==> config.mk <==
export PLATFORM = sky130hd
export DESIGN_NAME = ivfl_top
export DESIGN_NICKNAME = d
export VERILOG_FILES = /design/src/hdl/ivfl_pkg.sv /design/src/hdl/ivfl_vec_addr.sv /design/src/hdl/ivfl_pick.sv /design/src/hdl/ivfl_top.sv
export SDC_FILE = /design/constraint.sdc
export NUM_CORES = 1
export LEC_CHECK = 0
export BUFFER_PORTS_ARGS = -buffer_cell sky130_fd_sc_hd__buf_2
export CORE_ASPECT_RATIO = 0.9
export CORE_MARGIN = 10
export CORE_UTILIZATION = 46
export DETAILED_ROUTE_END_ITERATION = 16
export PLACE_DENSITY = 0.72
export SETUP_SLACK_MARGIN = 0.4
export SLEW_MARGIN = 5
export SYNTH_ARGS = -nofsm -noshare
export SYNTH_HDL_FRONTEND = slang
export SYNTH_SLANG_ARGS = --single-unit
==> constraint.sdc <==
create_clock -name sys_clk_i -period 6.6 [get_ports sys_clk_i]
set_input_delay 1.32 -clock sys_clk_i [delete_from_list [all_inputs] [get_ports sys_clk_i]]
set_output_delay 1.32 -clock sys_clk_i [all_outputs]
set_load 0.03 [all_outputs]
==> src/hdl/ivfl_pkg.sv <==
package ivfl_pkg;

  // APB word offsets of the registers.
  localparam logic [7:0] IVFL_FLAG_OFS = 8'h00;
  localparam logic [7:0] IVFL_ENABLE_OFS = 8'h04;
  localparam logic [7:0] IVFL_INT_STAT_OFS = 8'h08;
  localparam logic [7:0] IVFL_INT_MASK_OFS = 8'h0C;
  localparam logic [7:0] IVFL_VEC_STAT_OFS = 8'h10;
  localparam logic [7:0] IVFL_TABLE_SEL_OFS = 8'h14;

  localparam logic [15:0] IVFL_FLAG_RST = 16'h0000;
  localparam logic [15:0] IVFL_FLAG_IMPL = 16'hDFFF;
  localparam logic [3:0] IVFL_ENABLE_IMPL = 4'hB;
  localparam logic [3:0] IVFL_ENABLE_RST = 4'h0;

  // Enable control bits.
  localparam int IVFL_EN_CHANGE = 3;
  localparam int IVFL_EN_I2C1_MASTER = 1;
  localparam int IVFL_EN_I2C1_SLAVE = 0;

  // Vector numbering and table layout.
  localparam logic [6:0] IVFL_IRQ_TO_VECTOR = 7'h08;
  localparam logic [23:0] IVFL_PRIMARY_BASE = 24'h000004;
  localparam logic [23:0] IVFL_ALTERNATE_BASE = 24'h000104;
  localparam int IVFL_NUM_SRC = 24;
  localparam int IVFL_NUM_TRAP = 8;

  // Source indices of the routed peripheral requests.
  typedef enum logic [4:0] {
    SRC_DMA4, SRC_TIMER6, SRC_TIMER7, SRC_I2C2_SLAVE, SRC_I2C2_MASTER,
    SRC_TIMER8, SRC_TIMER9, SRC_EXT3, SRC_EXT4, SRC_CAN2_RX, SRC_CAN2_EVENT,
    SRC_PWM_PERIOD, SRC_POS_COMPARE, SRC_DMA5, SRC_FAULT_A, SRC_FAULT_B,
    SRC_UART1_ERR, SRC_UART2_ERR, SRC_DMA6, SRC_DMA7, SRC_CAN1_TX, SRC_CAN2_TX,
    SRC_I2C1_MASTER, SRC_I2C1_SLAVE
  } ivfl_src_t;

  // Vector number per source; the two I2C1 enables gate low vectors.
  localparam logic [6:0] IVFL_VEC_NUM [IVFL_NUM_SRC] = '{
    7'h36, 7'h37, 7'h38,
    7'h39, 7'h3A,
    7'h3B, 7'h3C,
    7'h3D, 7'h3E,
    7'h3F, 7'h40,
    7'h41, 7'h42,
    7'h45,
    7'h47, 7'h48, 7'h49, 7'h4A,
    7'h4C, 7'h4D,
    7'h4E, 7'h4F,
    7'h19, 7'h18
  };

  localparam logic [6:0] IVFL_VEC_HIGHEST = 7'h4F;

  typedef struct packed {
    logic valid;
    logic [6:0] number;
    logic [23:0] primary_addr;
    logic [23:0] alternate_addr;
  } ivfl_vector_t;

  typedef struct packed {
    logic [15:0] flag;
    logic [3:0] enable;
  } ivfl_regs_t;

endpackage : ivfl_pkg

==> src/hdl/ivfl_vec_addr.sv <==
module ivfl_vec_addr
  import ivfl_pkg::*;
(
  // Vector in
  input wire logic [6:0] vec_num_i,
  // Addresses out
  output logic [23:0] primary_o,
  output logic [23:0] alternate_o
);

  logic [23:0] word_ofs;

  // Each vector takes one program word, two address units apart.
  assign word_ofs = {16'h0000, vec_num_i, 1'b0};
  assign primary_o = IVFL_PRIMARY_BASE + word_ofs;
  assign alternate_o = IVFL_ALTERNATE_BASE + word_ofs;

endmodule // ivfl_vec_addr

==> src/hdl/ivfl_pick.sv <==
module ivfl_pick
  import ivfl_pkg::*;
#(
  parameter int N = IVFL_NUM_SRC
)
(
  // Requests
  input wire logic [N-1:0] req_i,
  // Selection
  output logic any_o,
  output logic [6:0] vec_o
);

  // Lowest vector number wins; ties cannot happen as numbers are unique.
  always_comb
  begin
    any_o = 1'b0;
    vec_o = 7'h00;
    for (int i = 0; i < N; i++)
    begin
      if (req_i[i] && (!any_o || IVFL_VEC_NUM[i] < vec_o))
      begin
        any_o = 1'b1;
        vec_o = IVFL_VEC_NUM[i];
      end
    end
  end

endmodule // ivfl_pick

==> src/hdl/ivfl_top.sv <==
module ivfl_top
  import ivfl_pkg::*;
(
  // Clock and reset
  input wire logic sys_clk_i,
  input wire logic arst_n_i,
  // APB slave
  input wire logic psel_i,
  input wire logic penable_i,
  input wire logic pwrite_i,
  input wire logic [7:0] paddr_i,
  input wire logic [31:0] pwdata_i,
  output logic [31:0] prdata_o,
  output logic pready_o,
  output logic pslverr_o,
  // Peripheral request pulses
  input wire logic [IVFL_NUM_SRC-1:0] src_req_i,
  input wire logic [15:0] flag_event_i,
  input wire logic change_notify_req_i,
  input wire logic [IVFL_NUM_TRAP-1:0] trap_i,
  // Core side
  input wire logic vec_ack_i,
  output ivfl_vector_t vector_o,
  output logic change_notify_irq_o,
  output logic irq_o
);

  ivfl_regs_t regs;
  logic [IVFL_NUM_SRC-1:0] pending;
  logic [IVFL_NUM_SRC-1:0] gated;
  logic [IVFL_NUM_TRAP-1:0] trap_pend;
  logic [3:0] int_stat;
  logic [3:0] int_mask;
  logic table_alt;
  logic wr_en;
  logic rd_en;
  logic [15:0] flag_set;
  logic pick_any;
  logic [6:0] pick_vec;
  logic [6:0] next_vec;
  logic next_valid;
  logic [23:0] prim_addr;
  logic [23:0] alt_addr;
  logic [3:0] ev;
  logic [31:0] next_rdata;

  assign wr_en = psel_i && penable_i && pwrite_i;
  assign rd_en = psel_i && !penable_i && !pwrite_i;

  // Flag register: hardware set wins over a software write of zero.
  assign flag_set = flag_event_i & IVFL_FLAG_IMPL;
  always_ff @(posedge sys_clk_i or negedge arst_n_i)
  begin
    if (!arst_n_i)
      regs.flag <= IVFL_FLAG_RST;
    else if (wr_en && paddr_i == IVFL_FLAG_OFS)
      regs.flag <= (pwdata_i[15:0] & IVFL_FLAG_IMPL) | flag_set;
    else
      regs.flag <= regs.flag | flag_set;
  end

  always_ff @(posedge sys_clk_i or negedge arst_n_i)
  begin
    if (!arst_n_i)
      regs.enable <= IVFL_ENABLE_RST;
    else if (wr_en && paddr_i == IVFL_ENABLE_OFS)
      regs.enable <= pwdata_i[3:0] & IVFL_ENABLE_IMPL;
  end

  always_ff @(posedge sys_clk_i or negedge arst_n_i)
  begin
    if (!arst_n_i)
    begin
      int_mask <= 4'h0;
      table_alt <= 1'b0;
    end
    else if (wr_en && paddr_i == IVFL_INT_MASK_OFS)
      int_mask <= pwdata_i[3:0];
    else if (wr_en && paddr_i == IVFL_TABLE_SEL_OFS)
      table_alt <= pwdata_i[0];
  end

  // Pending source requests latch until the core acknowledges the vector.
  genvar g;
  generate
    for (g = 0; g < IVFL_NUM_SRC; g++)
    begin : g_pend
      always_ff @(posedge sys_clk_i or negedge arst_n_i)
      begin
        if (!arst_n_i)
          pending[g] <= 1'b0;
        else if (src_req_i[g])
          pending[g] <= 1'b1;
        else if (vec_ack_i && vector_o.valid && vector_o.number == IVFL_VEC_NUM[g])
          pending[g] <= 1'b0;
      end
    end
  endgenerate

  // Only the I2C1 pair has its enables here; other enables live elsewhere.
  always_comb
  begin
    gated = pending;
    gated[SRC_I2C1_MASTER] = pending[SRC_I2C1_MASTER] && regs.enable[IVFL_EN_I2C1_MASTER];
    gated[SRC_I2C1_SLAVE] = pending[SRC_I2C1_SLAVE] && regs.enable[IVFL_EN_I2C1_SLAVE];
  end

  ivfl_pick #(.N(IVFL_NUM_SRC)) u_pick (
    .req_i(gated),
    .any_o(pick_any),
    .vec_o(pick_vec)
  );

  // Traps outrank every peripheral; vectors 0, 6 and 7 are reserved.
  // A trap raised in the cycle its vector is taken stays pending, so none is lost.
  always_ff @(posedge sys_clk_i or negedge arst_n_i)
  begin
    if (!arst_n_i)
      trap_pend <= '0;
    else
      trap_pend <= ((trap_pend &
                     ~((vec_ack_i && vector_o.valid && vector_o.number < 7'h08) ?
                       (8'h01 << vector_o.number[2:0]) : 8'h00)) | trap_i) & 8'h3E;
  end

  always_comb
  begin
    next_valid = pick_any;
    next_vec = pick_vec;
    for (int t = IVFL_NUM_TRAP - 1; t >= 0; t--)
    begin
      if (trap_pend[t])
      begin
        next_valid = 1'b1;
        next_vec = 7'(t);
      end
    end
  end

  ivfl_vec_addr u_addr (
    .vec_num_i(next_vec),
    .primary_o(prim_addr),
    .alternate_o(alt_addr)
  );

  always_ff @(posedge sys_clk_i or negedge arst_n_i)
  begin
    if (!arst_n_i)
      vector_o <= '0;
    else if (vec_ack_i && vector_o.valid)
      vector_o <= '0;
    else
    begin
      vector_o.valid <= next_valid;
      vector_o.number <= next_vec;
      vector_o.primary_addr <= prim_addr;
      vector_o.alternate_addr <= alt_addr;
    end
  end

  always_ff @(posedge sys_clk_i or negedge arst_n_i)
  begin
    if (!arst_n_i)
      change_notify_irq_o <= 1'b0;
    else
      change_notify_irq_o <= change_notify_req_i && regs.enable[IVFL_EN_CHANGE];
  end

  // Sticky events: flag set, trap seen, vector issued, vector acknowledged.
  assign ev = {vec_ack_i && vector_o.valid, next_valid && !vector_o.valid,
               |trap_i, |flag_set};
  always_ff @(posedge sys_clk_i or negedge arst_n_i)
  begin
    if (!arst_n_i)
      int_stat <= 4'h0;
    else if (wr_en && paddr_i == IVFL_INT_STAT_OFS)
      int_stat <= (int_stat & ~pwdata_i[3:0]) | ev;
    else
      int_stat <= int_stat | ev;
  end

  always_ff @(posedge sys_clk_i or negedge arst_n_i)
  begin
    if (!arst_n_i)
      irq_o <= 1'b0;
    else
      irq_o <= |(int_stat & int_mask);
  end

  always_comb
  begin
    unique case (paddr_i)
      IVFL_FLAG_OFS: next_rdata = {16'h0000, regs.flag};
      IVFL_ENABLE_OFS: next_rdata = {28'h0000000, regs.enable};
      IVFL_INT_STAT_OFS: next_rdata = {28'h0000000, int_stat};
      IVFL_INT_MASK_OFS: next_rdata = {28'h0000000, int_mask};
      IVFL_VEC_STAT_OFS: next_rdata = {24'h000000, vector_o.valid, vector_o.number};
      IVFL_TABLE_SEL_OFS: next_rdata = {31'h00000000, table_alt};
      default: next_rdata = 32'h00000000;
    endcase
  end

  // No wait state: read data is captured in setup, answered in access.
  always_ff @(posedge sys_clk_i or negedge arst_n_i)
  begin
    if (!arst_n_i)
    begin
      prdata_o <= 32'h00000000;
      pslverr_o <= 1'b0;
      pready_o <= 1'b0;
    end
    else
    begin
      pready_o <= psel_i && !penable_i;
      if (rd_en)
        prdata_o <= next_rdata;
      pslverr_o <= psel_i && !penable_i && paddr_i > IVFL_TABLE_SEL_OFS;
    end
  end

  flag_sets_a: assert property (@(posedge sys_clk_i) disable iff (!arst_n_i)
    flag_event_i[15] |=> regs.flag[15]) else $error("flag not set");
  flag_bit13_a: assert property (@(posedge sys_clk_i) disable iff (!arst_n_i)
    !regs.flag[13]) else $error("unused flag set");
  en_bit2_a: assert property (@(posedge sys_clk_i) disable iff (!arst_n_i)
    !regs.enable[2]) else $error("enable bit 2 set");
  cn_gate_a: assert property (@(posedge sys_clk_i) disable iff (!arst_n_i)
    change_notify_irq_o |-> $past(regs.enable[IVFL_EN_CHANGE])) else $error("cn ungated");
  i2c1_gate_a: assert property (@(posedge sys_clk_i) disable iff (!arst_n_i)
    vector_o.valid && vector_o.number == 7'h19 |-> $past(regs.enable[1]))
    else $error("i2c1 ungated");
  no_reserved_a: assert property (@(posedge sys_clk_i) disable iff (!arst_n_i)
    vector_o.valid |-> !(vector_o.number inside {7'h00, 7'h06, 7'h07, 7'h43, 7'h44, 7'h46,
    7'h4B} || vector_o.number > IVFL_VEC_HIGHEST)) else $error("reserved vector");
  alt_addr_a: assert property (@(posedge sys_clk_i) disable iff (!arst_n_i)
    vector_o.valid |-> vector_o.alternate_addr == vector_o.primary_addr + 24'h000100)
    else $error("alt address");
  dma4_vec_a: assert property (@(posedge sys_clk_i) disable iff (!arst_n_i)
    src_req_i == 24'h000001 && trap_i == 8'h00 && trap_pend == 8'h00 && pending == 24'h0 &&
    !vector_o.valid
    |=> ##1 vector_o.valid && vector_o.number == 7'h36 && vector_o.primary_addr == 24'h000070)
    else $error("dma4 vector");
  ext3_addr_a: assert property (@(posedge sys_clk_i) disable iff (!arst_n_i)
    vector_o.valid && vector_o.number == 7'h3D |-> vector_o.primary_addr == 24'h00007E)
    else $error("ext3 address");
  pready_a: assert property (@(posedge sys_clk_i) disable iff (!arst_n_i)
    psel_i && !penable_i |=> pready_o) else $error("no ready");

  // Priority, gating and register behaviour.
  trap_first_a: assert property (@(posedge sys_clk_i) disable iff (!arst_n_i)
    trap_pend != 8'h00 && !(vec_ack_i && vector_o.valid) |=>
    vector_o.valid && vector_o.number < 7'h08) else $error("trap not first");
  trap_keep_a: assert property (@(posedge sys_clk_i) disable iff (!arst_n_i)
    trap_i[2] |=> trap_pend[2]) else $error("trap lost");
  i2c1_slave_a: assert property (@(posedge sys_clk_i) disable iff (!arst_n_i)
    vector_o.valid && vector_o.number == 7'h18 |-> $past(regs.enable[0]))
    else $error("i2c1 slave ungated");
  flag_clear_a: assert property (@(posedge sys_clk_i) disable iff (!arst_n_i)
    wr_en && paddr_i == IVFL_FLAG_OFS && !pwdata_i[0] && !flag_event_i[0] |=> !regs.flag[0])
    else $error("flag not cleared");
  cn_follow_a: assert property (@(posedge sys_clk_i) disable iff (!arst_n_i)
    change_notify_req_i && regs.enable[IVFL_EN_CHANGE] |=> change_notify_irq_o)
    else $error("cn lost");
  en_read_a: assert property (@(posedge sys_clk_i) disable iff (!arst_n_i)
    pready_o && !pwrite_i && paddr_i == IVFL_ENABLE_OFS |-> !prdata_o[2])
    else $error("enable bit 2 read");
  ack_clear_a: assert property (@(posedge sys_clk_i) disable iff (!arst_n_i)
    vec_ack_i && vector_o.valid |=> !vector_o.valid) else $error("vector kept");
  err_addr_a: assert property (@(posedge sys_clk_i) disable iff (!arst_n_i)
    psel_i && !penable_i && paddr_i > IVFL_TABLE_SEL_OFS |=> pslverr_o)
    else $error("no slave error");
  idle_ready_a: assert property (@(posedge sys_clk_i) disable iff (!arst_n_i)
    !psel_i |=> !pready_o) else $error("stray ready");

  // The interrupt line trails the status by one clock.
  irq_set_a: assert property (@(posedge sys_clk_i) disable iff (!arst_n_i)
    |(int_stat & int_mask) |=> irq_o) else $error("irq missing");
  irq_clr_a: assert property (@(posedge sys_clk_i) disable iff (!arst_n_i)
    !(|(int_stat & int_mask)) |=> !irq_o) else $error("irq stuck");

  trap_c: cover property (@(posedge sys_clk_i) vector_o.valid && vector_o.number < 7'h08);
  periph_c: cover property (@(posedge sys_clk_i) vector_o.valid && vector_o.number == 7'h4F);
  irq_c: cover property (@(posedge sys_clk_i) irq_o);
  i2c1_c: cover property (@(posedge sys_clk_i) vector_o.valid && vector_o.number == 7'h19);
  cn_c: cover property (@(posedge sys_clk_i) change_notify_irq_o);

endmodule // ivfl_top

==> metrics.txt, run 1 <==
# TYPE chip_impl_metric gauge
chip_impl_metric{name="post_cts_resize_count",unit=""} 0
chip_impl_info{name="hold_end",value="prdata_o[5]"} 1
chip_impl_metric{name="numCtsBuffers",unit=""} 9
chip_impl_metric{name="drt-pass1-iter-count",unit=""} 5
chip_impl_info{name="root_buffer",value="sky130_fd_sc_hd__clkbuf_16"} 1
chip_impl_metric{name="grt_antenna_before_repair",unit=""} 0
chip_impl_metric{name="max_cap_violations",unit=""} 0
chip_impl_metric{name="dp.cells",unit=""} 717
chip_impl_metric{name="synth_cells",unit=""} 485
chip_impl_metric{name="io_buffer_count",unit=""} 121
chip_impl_metric{name="max_slew_margin",unit="%"} 42.6
chip_impl_metric{name="route.antenna.remaining_nets",unit=""} 0
chip_impl_metric{name="first_global_vias",unit=""} 4075
chip_impl_metric{name="worst_path_largest_cell_delay",unit="ns"} 0.46
chip_impl_info{name="synth_top_area_cell",value="sky130_fd_sc_hd__dfrtp_1"} 1
chip_impl_metric{name="finalSetupViolations",unit=""} 0
chip_impl_metric{name="die_h",unit="µm"} 116
chip_impl_metric{name="vdd.ir_drop.worst",unit="V"} 0.000167
chip_impl_metric{name="combPwrFrac",unit="%"} 10.3
chip_impl_metric{name="nNetsFinal",unit=""} 695
chip_impl_metric{name="worst_ep_required_time",unit="ns"} 6.82
chip_impl_metric{name="buffer_count_from_post_cts_setup_fixing",unit=""} 0
chip_impl_metric{name="num-fill-cells",unit=""} 929
chip_impl_metric{name="placementRows",unit=""} 35
chip_impl_metric{name="finish.cell_count_without_fillers",unit=""} 733
chip_impl_metric{name="yosysWarnings",unit=""} 0
chip_impl_metric{name="track_usage",unit="%"} 17.0
chip_impl_metric{name="place_congestion",unit=""} 0.929
chip_impl_metric{name="io_pins",unit=""} 187
chip_impl_metric{name="p_int",unit="mW"} 0.912
chip_impl_metric{name="switching_power_as_a_share_of_total_power",unit="%"} 27.2
chip_impl_metric{name="seq_area",unit="µm²"} 2330
chip_impl_metric{name="crit_fanout",unit=""} 30
chip_impl_metric{name="fp.dieW",unit="µm"} 127
chip_impl_info{name="status",value="finished, final reports clean"} 1
chip_impl_info{name="reg2reg_to",value="vector_o[6]"} 1
chip_impl_metric{name="wirelength",unit="µm"} 12900
chip_impl_metric{name="power_leakage",unit="nW"} 2.36
chip_impl_metric{name="achievable-frequency",unit="MHz"} 333
chip_impl_metric{name="synthDistinctLibCells",unit=""} 50
chip_impl_metric{name="clockBufferDepth",unit=""} 2
chip_impl_metric{name="first_iter_violations",unit=""} 304
chip_impl_info{name="critical_path.endpoint_type",value="register"} 1
chip_impl_metric{name="power_frac_clock",unit="%"} 43.0
chip_impl_info{name="rsz0062_at_grt",value="no"} 1
chip_impl_metric{name="critical_path_arrival",unit="ns"} 3.23
chip_impl_metric{name="report.final.slew_viol_count",unit=""} 0
chip_impl_metric{name="synth.ff_latch_count",unit=""} 93
chip_impl_metric{name="post_synth.cell_area_avg",unit="µm²"} 9.80
chip_impl_metric{name="antenna_cells",unit=""} 0
chip_impl_metric{name="ctsHoldBuffers",unit=""} 0
chip_impl_metric{name="timing.final.crit_share",unit="%"} 45.5
chip_impl_metric{name="cts-htree-levels",unit=""} 3
chip_impl_metric{name="power.sequential.fraction",unit="%"} 46.7
chip_impl_info{name="layout_common_cells",value="120 x sky130_fd_sc_hd__buf_2, 93 x sky130_fd_sc_hd__dfrtp_1, 60 x sky130_fd_sc_hd__nand2_1"} 1
chip_impl_metric{name="pnr_worst_setup_slack",unit="ns"} 3.60
chip_impl_info{name="start_kind",value="input port"} 1
chip_impl_metric{name="post_synth_instance_area",unit="µm²"} 4750
chip_impl_metric{name="synth_seq_area_share",unit="%"} 49.0
chip_impl_metric{name="clk_transition_reported_paths",unit="ns"} 0.07
chip_impl_metric{name="final_layout_size_suffix_gt1_share",unit="%"} 25.7
chip_impl_metric{name="placed_wire_length_estimate",unit="µm"} 10200
chip_impl_metric{name="power_switching",unit="mW"} 0.340
chip_impl_metric{name="clock_sinks",unit=""} 93
chip_impl_metric{name="core",unit="µm²"} 10200
chip_impl_metric{name="final.setup_skew",unit="ns"} 0.00933
chip_impl_info{name="synth.area.top_cells",value="sky130_fd_sc_hd__dfrtp_1 49%, sky130_fd_sc_hd__buf_4 8.8%, sky130_fd_sc_hd__a21o_1 5.2%"} 1
chip_impl_metric{name="die_area",unit="µm²"} 14800
chip_impl_info{name="crit_chain",value="buf_2, or3_4, or3_1, nor4_4, buf_4, nor2b_1, a211o_1"} 1
chip_impl_metric{name="preCtsSetupSlack",unit="ns"} 3.24
chip_impl_info{name="critPathLaunch",value="paddr_i[5]"} 1
chip_impl_info{name="min-delay-start",value="prdata_o[5]"} 1
chip_impl_info{name="crit_path_top_delay_cell",value="sky130_fd_sc_hd__or3_1"} 1
chip_impl_metric{name="first_pass_grt_wire_length",unit="µm"} 20500
chip_impl_info{name="worstReg2RegStart",value="gated[5]"} 1
chip_impl_metric{name="power_density_over_the_cells",unit="nW/µm²"} 226
chip_impl_metric{name="dr_total_vias",unit=""} 3889
chip_impl_info{name="clock_tree_from_tritoncts",value="built"} 1
chip_impl_metric{name="layout-area-overhead-vs-synth",unit="%"} 16.7
chip_impl_metric{name="initial_core_util",unit="%"} 46.8
chip_impl_metric{name="setup_total_negative_slack",unit="ns"} 0
chip_impl_metric{name="global_route.overflow_total",unit=""} 0
chip_impl_metric{name="viasPerCell",unit=""} 5.31
chip_impl_info{name="crit_type",value="input port to register"} 1
chip_impl_metric{name="clock_insertion_delay_at_the_later_pin_of_the_skew_report",unit="ns"} 0.33
chip_impl_metric{name="avgRoutedWirePerCell",unit="µm"} 17.6
chip_impl_metric{name="grt_start_max_net_pins",unit=""} 72
chip_impl_metric{name="worst_hold_path.num_cells",unit=""} 2
chip_impl_metric{name="ff2ff_path_depth",unit=""} 8
chip_impl_metric{name="worst_setup_slack_for_register_to_register_paths",unit="ns"} 3.77
chip_impl_metric{name="report.final.hold_viol_count",unit=""} 0
chip_impl_metric{name="slew_at_the_pin_closest_to_its_max_slew_limit",unit="ns"} 0.861
chip_impl_metric{name="final.min_clock_period",unit="ns"} 3.00
chip_impl_metric{name="synth_top_area_share",unit="%"} 49.0
chip_impl_metric{name="multi_input_comb_area",unit="µm²"} 2090
chip_impl_info{name="layout_commonest_cell",value="sky130_fd_sc_hd__buf_2"} 1
chip_impl_metric{name="whs",unit="ns"} 0.479
chip_impl_metric{name="drcViolationCount",unit=""} 0
chip_impl_info{name="hold_class",value="register to register"} 1
-- state kept, by name, indices dropped and copies added, names as in the netlist --
name / cells
regs: 18
trap_pend: 5
pending: 2
vector_o: 17
int_mask: 4
pready_o: 1
int_stat: 4
gated: 22
pslverr_o: 1
prdata_o: 16
change_notify_irq_o: 1
table_alt: 1
irq_o: 1
-- cells in the mapped netlist, drive strengths merged --
library cell / number
inv: 7
a22o: 1
a221oi: 3
a2111oi: 2
nand3: 12
o21bai: 4
nor4b: 1
a32oi: 1
a211oi: 3
a2bb2oi: 1
clkbuf: 8
buf: 61
or4: 2
nor4: 12
ha: 1
o21a: 1
nor3b: 2
nor2b: 23
o31ai: 3
o2bb2ai: 1
nand2b: 5
a21oi: 11
and2: 7
nand4: 4
o21ai: 21
mux2: 11
a22oi: 10
or3: 5
a211o: 15
xnor2: 1
conb: 1
nor2: 35
dfrtp: 93
mux2i: 2
or2: 2
nand2: 60
o32ai: 1
a21o: 33
o2111ai: 1
nor3: 15
o311ai: 2
a21boi: 1
-- final cells by class --
type                            count  area share (%)
Timing Repair Buffer              124            11.4
Inverter                            7           0.474
Tap cell                          129            2.91
Clock buffer                        9            4.06
Sequential cell                    93            42.0
Multi-Input combinational cell    364            37.6
Clock inverter                      7            1.60
-- critical path, delay by kind of cell --
kind | cells | cell delay [ns]
buffers and inverters | 2 | 0.43
AOI/OAI and AO/OA | 1 | 0.28
and+or+nand+nor | 4 | 1.20
-- how the worst max path moves through the flow --
stage | end | slack, ns
3_5_place_dp | regs[8] | 3.24
4_1_cts | regs[13] | 3.60
2_1_floorplan | regs[14] | 3.57
6_report | regs[16] | 3.60
3_3_place_gp | regs[15] | 3.29
5_1_grt | regs[13] | 3.50
-- power groups by stage --
stage	Sequential, mW	Combinational [mW]	Clock [mW]
floorplan	0.602	0.0898	0
global placement	0.594	0.127	0
detailed placement	0.595	0.129	0
CTS	0.584	0.129	0.550
global route	0.585	0.141	0.574
finish	0.584	0.129	0.538
-- stage by stage --
stage	cell area, µm²	util, %	power (mW)
2_1_floorplan	4930	-	0.692
3_3_place_gp	5230	51.5	0.722
3_5_place_dp	5230	51.5	0.723
4_1_cts	5550	54.6	1.26
5_1_grt	5550	54.6	1.30
6_report	5550	54.6	1.25
-- cell families (layout without fill, tap and decap cells) --
family          after synthesis  after routing  synth area share, %
flops                        93             93                 49.0
xor+xnor                      1              1                0.184
simple gates                185            185                 19.2
other cells                   1             49               0.0789
mux                          13             13                 3.03
buf+inv                      76            147                 10.9
fa+ha+maj                     1              1                0.263
compound gates              115            115                 17.3
-- per-layer routing --
metal,track usage (%),wire length [µm]
met1,22.4,5760
met2,26.1,5930
met3,4.72,1090
met4,6.07,120
met5,0,0
Power figures use the tool's default switching activity.
==> inputs of run 2 (changes only) <==
==> constraint.sdc (replaced) <==
create_clock -name sys_clk_i -period 2.8 [get_ports sys_clk_i]
set_input_delay 0.56 -clock sys_clk_i [delete_from_list [all_inputs] [get_ports sys_clk_i]]
set_output_delay 0.56 -clock sys_clk_i [all_outputs]
set_load 0.03 [all_outputs]
==> metrics.txt, run 2 (synthesis gave the netlist of run 1 again) <==
# TYPE chip_impl_metric gauge
chip_impl_info{name="worstReg2RegStart",value="gated[6]"} 1
chip_impl_metric{name="grt_start_max_net_pins",unit=""} 39
chip_impl_metric{name="route.antenna.remaining_nets",unit=""} 0
chip_impl_metric{name="io_pins",unit=""} 187
chip_impl_info{name="layout_common_cells",value="120 x sky130_fd_sc_hd__buf_2, 91 x sky130_fd_sc_hd__dfrtp_1, 60 x sky130_fd_sc_hd__nand2_1"} 1
chip_impl_metric{name="die_h",unit="µm"} 116
chip_impl_info{name="rsz0062_at_grt",value="no"} 1
chip_impl_metric{name="nNetsFinal",unit=""} 708
chip_impl_metric{name="max_slew_margin",unit="%"} 46.3
chip_impl_info{name="reg2reg_to",value="vector_o[6]"} 1
chip_impl_metric{name="track_usage",unit="%"} 17.7
chip_impl_metric{name="power_switching",unit="mW"} 0.826
chip_impl_metric{name="report.final.slew_viol_count",unit=""} 0
chip_impl_metric{name="power.sequential.fraction",unit="%"} 47.6
chip_impl_metric{name="avgRoutedWirePerCell",unit="µm"} 18.0
chip_impl_metric{name="ctsHoldBuffers",unit=""} 0
chip_impl_metric{name="initial_core_util",unit="%"} 46.8
chip_impl_info{name="crit_chain",value="nor4_4, nand3_2, o31ai_4, o311ai_1, a21oi_1, ha_2, nand2_1, o21ai_0"} 1
chip_impl_metric{name="crit_fanout",unit=""} 6
chip_impl_metric{name="place_congestion",unit=""} 0.928
chip_impl_metric{name="final_layout_size_suffix_gt1_share",unit="%"} 29.2
chip_impl_metric{name="viasPerCell",unit=""} 5.31
chip_impl_metric{name="clock_insertion_delay_at_the_later_pin_of_the_skew_report",unit="ns"} 0.35
chip_impl_metric{name="worst_setup_slack_for_register_to_register_paths",unit="ns"} 0.43
chip_impl_metric{name="numCtsBuffers",unit=""} 9
chip_impl_info{name="critPathLaunch",value="gated[6]"} 1
chip_impl_metric{name="combPwrFrac",unit="%"} 10.9
chip_impl_metric{name="clockBufferDepth",unit=""} 2
chip_impl_metric{name="p_int",unit="mW"} 2.06
chip_impl_metric{name="grt_antenna_before_repair",unit=""} 0
chip_impl_metric{name="layout-area-overhead-vs-synth",unit="%"} 21.1
chip_impl_info{name="start_kind",value="register"} 1
chip_impl_metric{name="slew_at_the_pin_closest_to_its_max_slew_limit",unit="ns"} 0.805
chip_impl_metric{name="power_density_over_the_cells",unit="nW/µm²"} 502
chip_impl_metric{name="max_cap_violations",unit=""} 0
chip_impl_metric{name="finish.cell_count_without_fillers",unit=""} 747
chip_impl_metric{name="global_route.overflow_total",unit=""} 0
chip_impl_info{name="critical_path.endpoint_type",value="register"} 1
chip_impl_metric{name="drcViolationCount",unit=""} 0
chip_impl_metric{name="preCtsSetupSlack",unit="ns"} 0.253
chip_impl_metric{name="die_area",unit="µm²"} 14800
chip_impl_metric{name="wirelength",unit="µm"} 13500
chip_impl_metric{name="switching_power_as_a_share_of_total_power",unit="%"} 28.6
chip_impl_metric{name="largest_reg_flops",unit=""} 22
chip_impl_metric{name="first_iter_violations",unit=""} 377
chip_impl_metric{name="critical_path_arrival",unit="ns"} 2.61
chip_impl_metric{name="placed_wire_length_estimate",unit="µm"} 10300
chip_impl_metric{name="pnr_worst_setup_slack",unit="ns"} 0.435
chip_impl_info{name="crit_path_top_delay_cell",value="sky130_fd_sc_hd__dfrtp_2"} 1
chip_impl_metric{name="clk_transition_reported_paths",unit="ns"} 0.07
chip_impl_metric{name="achievable-frequency",unit="MHz"} 423
chip_impl_metric{name="cts-htree-levels",unit=""} 3
chip_impl_metric{name="worst_ep_required_time",unit="ns"} 3.04
chip_impl_metric{name="dr_total_vias",unit=""} 3967
chip_impl_metric{name="final.setup_skew",unit="ns"} 0.00678
chip_impl_metric{name="worst_path_largest_cell_delay",unit="ns"} 0.47
chip_impl_info{name="layout_commonest_cell",value="sky130_fd_sc_hd__buf_2"} 1
chip_impl_metric{name="power_leakage",unit="nW"} 2.47
chip_impl_info{name="crit_type",value="register to register"} 1
chip_impl_metric{name="clock_sinks",unit=""} 93
chip_impl_metric{name="ff2ff_path_depth",unit=""} 8
chip_impl_metric{name="finalSetupViolations",unit=""} 0
chip_impl_metric{name="power_frac_clock",unit="%"} 41.5
chip_impl_metric{name="core",unit="µm²"} 10200
chip_impl_metric{name="vdd.ir_drop.worst",unit="V"} 0.000244
chip_impl_metric{name="fp.dieW",unit="µm"} 127
chip_impl_metric{name="first_global_vias",unit=""} 4125
chip_impl_metric{name="dp.cells",unit=""} 726
chip_impl_info{name="hold_class",value="input port to async pin"} 1
chip_impl_info{name="root_buffer",value="sky130_fd_sc_hd__clkbuf_16"} 1
chip_impl_info{name="status",value="finished, final reports clean"} 1
chip_impl_metric{name="report.final.hold_viol_count",unit=""} 0
chip_impl_metric{name="io_buffer_count",unit=""} 121
chip_impl_info{name="clock_tree_from_tritoncts",value="built"} 1
chip_impl_info{name="worst_setup_path_endpoint",value="vector_o[6]"} 1
chip_impl_metric{name="final.min_clock_period",unit="ns"} 2.37
chip_impl_metric{name="setup_total_negative_slack",unit="ns"} 0
chip_impl_metric{name="first_pass_grt_wire_length",unit="µm"} 21200
chip_impl_metric{name="placementRows",unit=""} 35
chip_impl_metric{name="timing.final.crit_share",unit="%"} 84.5
chip_impl_metric{name="num-fill-cells",unit=""} 879
chip_impl_metric{name="final_core_util",unit="%"} 56.7
chip_impl_metric{name="drt-pass1-iter-count",unit=""} 5
-- run 2: layout make-up --
cell class / count / area [µm²] / area share, %
repair buffers: 137 / 753 / 13.1
well taps: 129 / 161 / 2.80
clock inverters: 7 / 65.1 / 1.13
clock buffers: 9 / 225 / 3.91
flip-flops and latches: 93 / 2330 / 40.5
diodes: 1 / 2.50 / 0.0435
multi-input cells: 364 / 2190 / 38.1
inverters: 7 / 26.3 / 0.457
-- run 2: power by group through the flow --
stage	logic (mW)	clock network (mW)	registers, mW
floorplan	0.212	0	1.42
global placement	0.310	0	1.40
detailed placement	0.312	0	1.40
CTS	0.314	1.21	1.38
global route	0.344	1.28	1.38
finish	0.316	1.20	1.38
-- run 2: worst max-delay path, delay by kind of cell, from the launching register on --
family / cells / cell delay, ns
AND/OR/NAND/NOR: 3 / 0.57
adder cells (fa/ha/maj): 1 / 0.26
AO/OA/AOI/OAI: 4 / 0.94
flip-flops: 1 / 0.47
-- run 2: stage by stage --
step	total power, mW	hold WS [ns]	area (µm²)
final	2.89	0.172	5760
after global routing	3.00	0.204	5750
after CTS	2.90	0.184	5660
after detailed placement	1.72	0.466	5320
after global placement	1.71	0.460	5320
after floorplan	1.63	0.264	4930
-- run 2: layer usage --
metal | up-vias | global-route usage (%) | share of wire, %
li1 | 1876 | - | -
met4 | 0 | 6.14 | 1.7
met1 | 1874 | 23.6 | 44
met5 | - | 0 | 0
met3 | 19 | 5.90 | 9.5
met2 | 198 | 26.5 | 45
-- run 2: how the worst min path moves through the flow --
stage | slack [ns] | to | start | depth (start not counted)
after floorplan | 0.26 | change_notify_irq_o | arst_n_i | 0
after global placement | 0.46 | prdata_o[9] | prdata_o[9] | 2
final | 0.17 | prdata_o[2] | arst_n_i | 1
after global routing | 0.20 | prdata_o[2] | arst_n_i | 1
after detailed placement | 0.47 | prdata_o[0] | prdata_o[0] | 2
after CTS | 0.18 | prdata_o[2] | arst_n_i | 1
-- run 2: what timing repair did --
item / 4_1_cts / 5_1_grt
gates cloned: 0 / 0
setup buffers: 0 / 4
setup endpoints to repair: 3 / 3
pin swaps: 1 / 6
gates resized for setup: 9 / 12
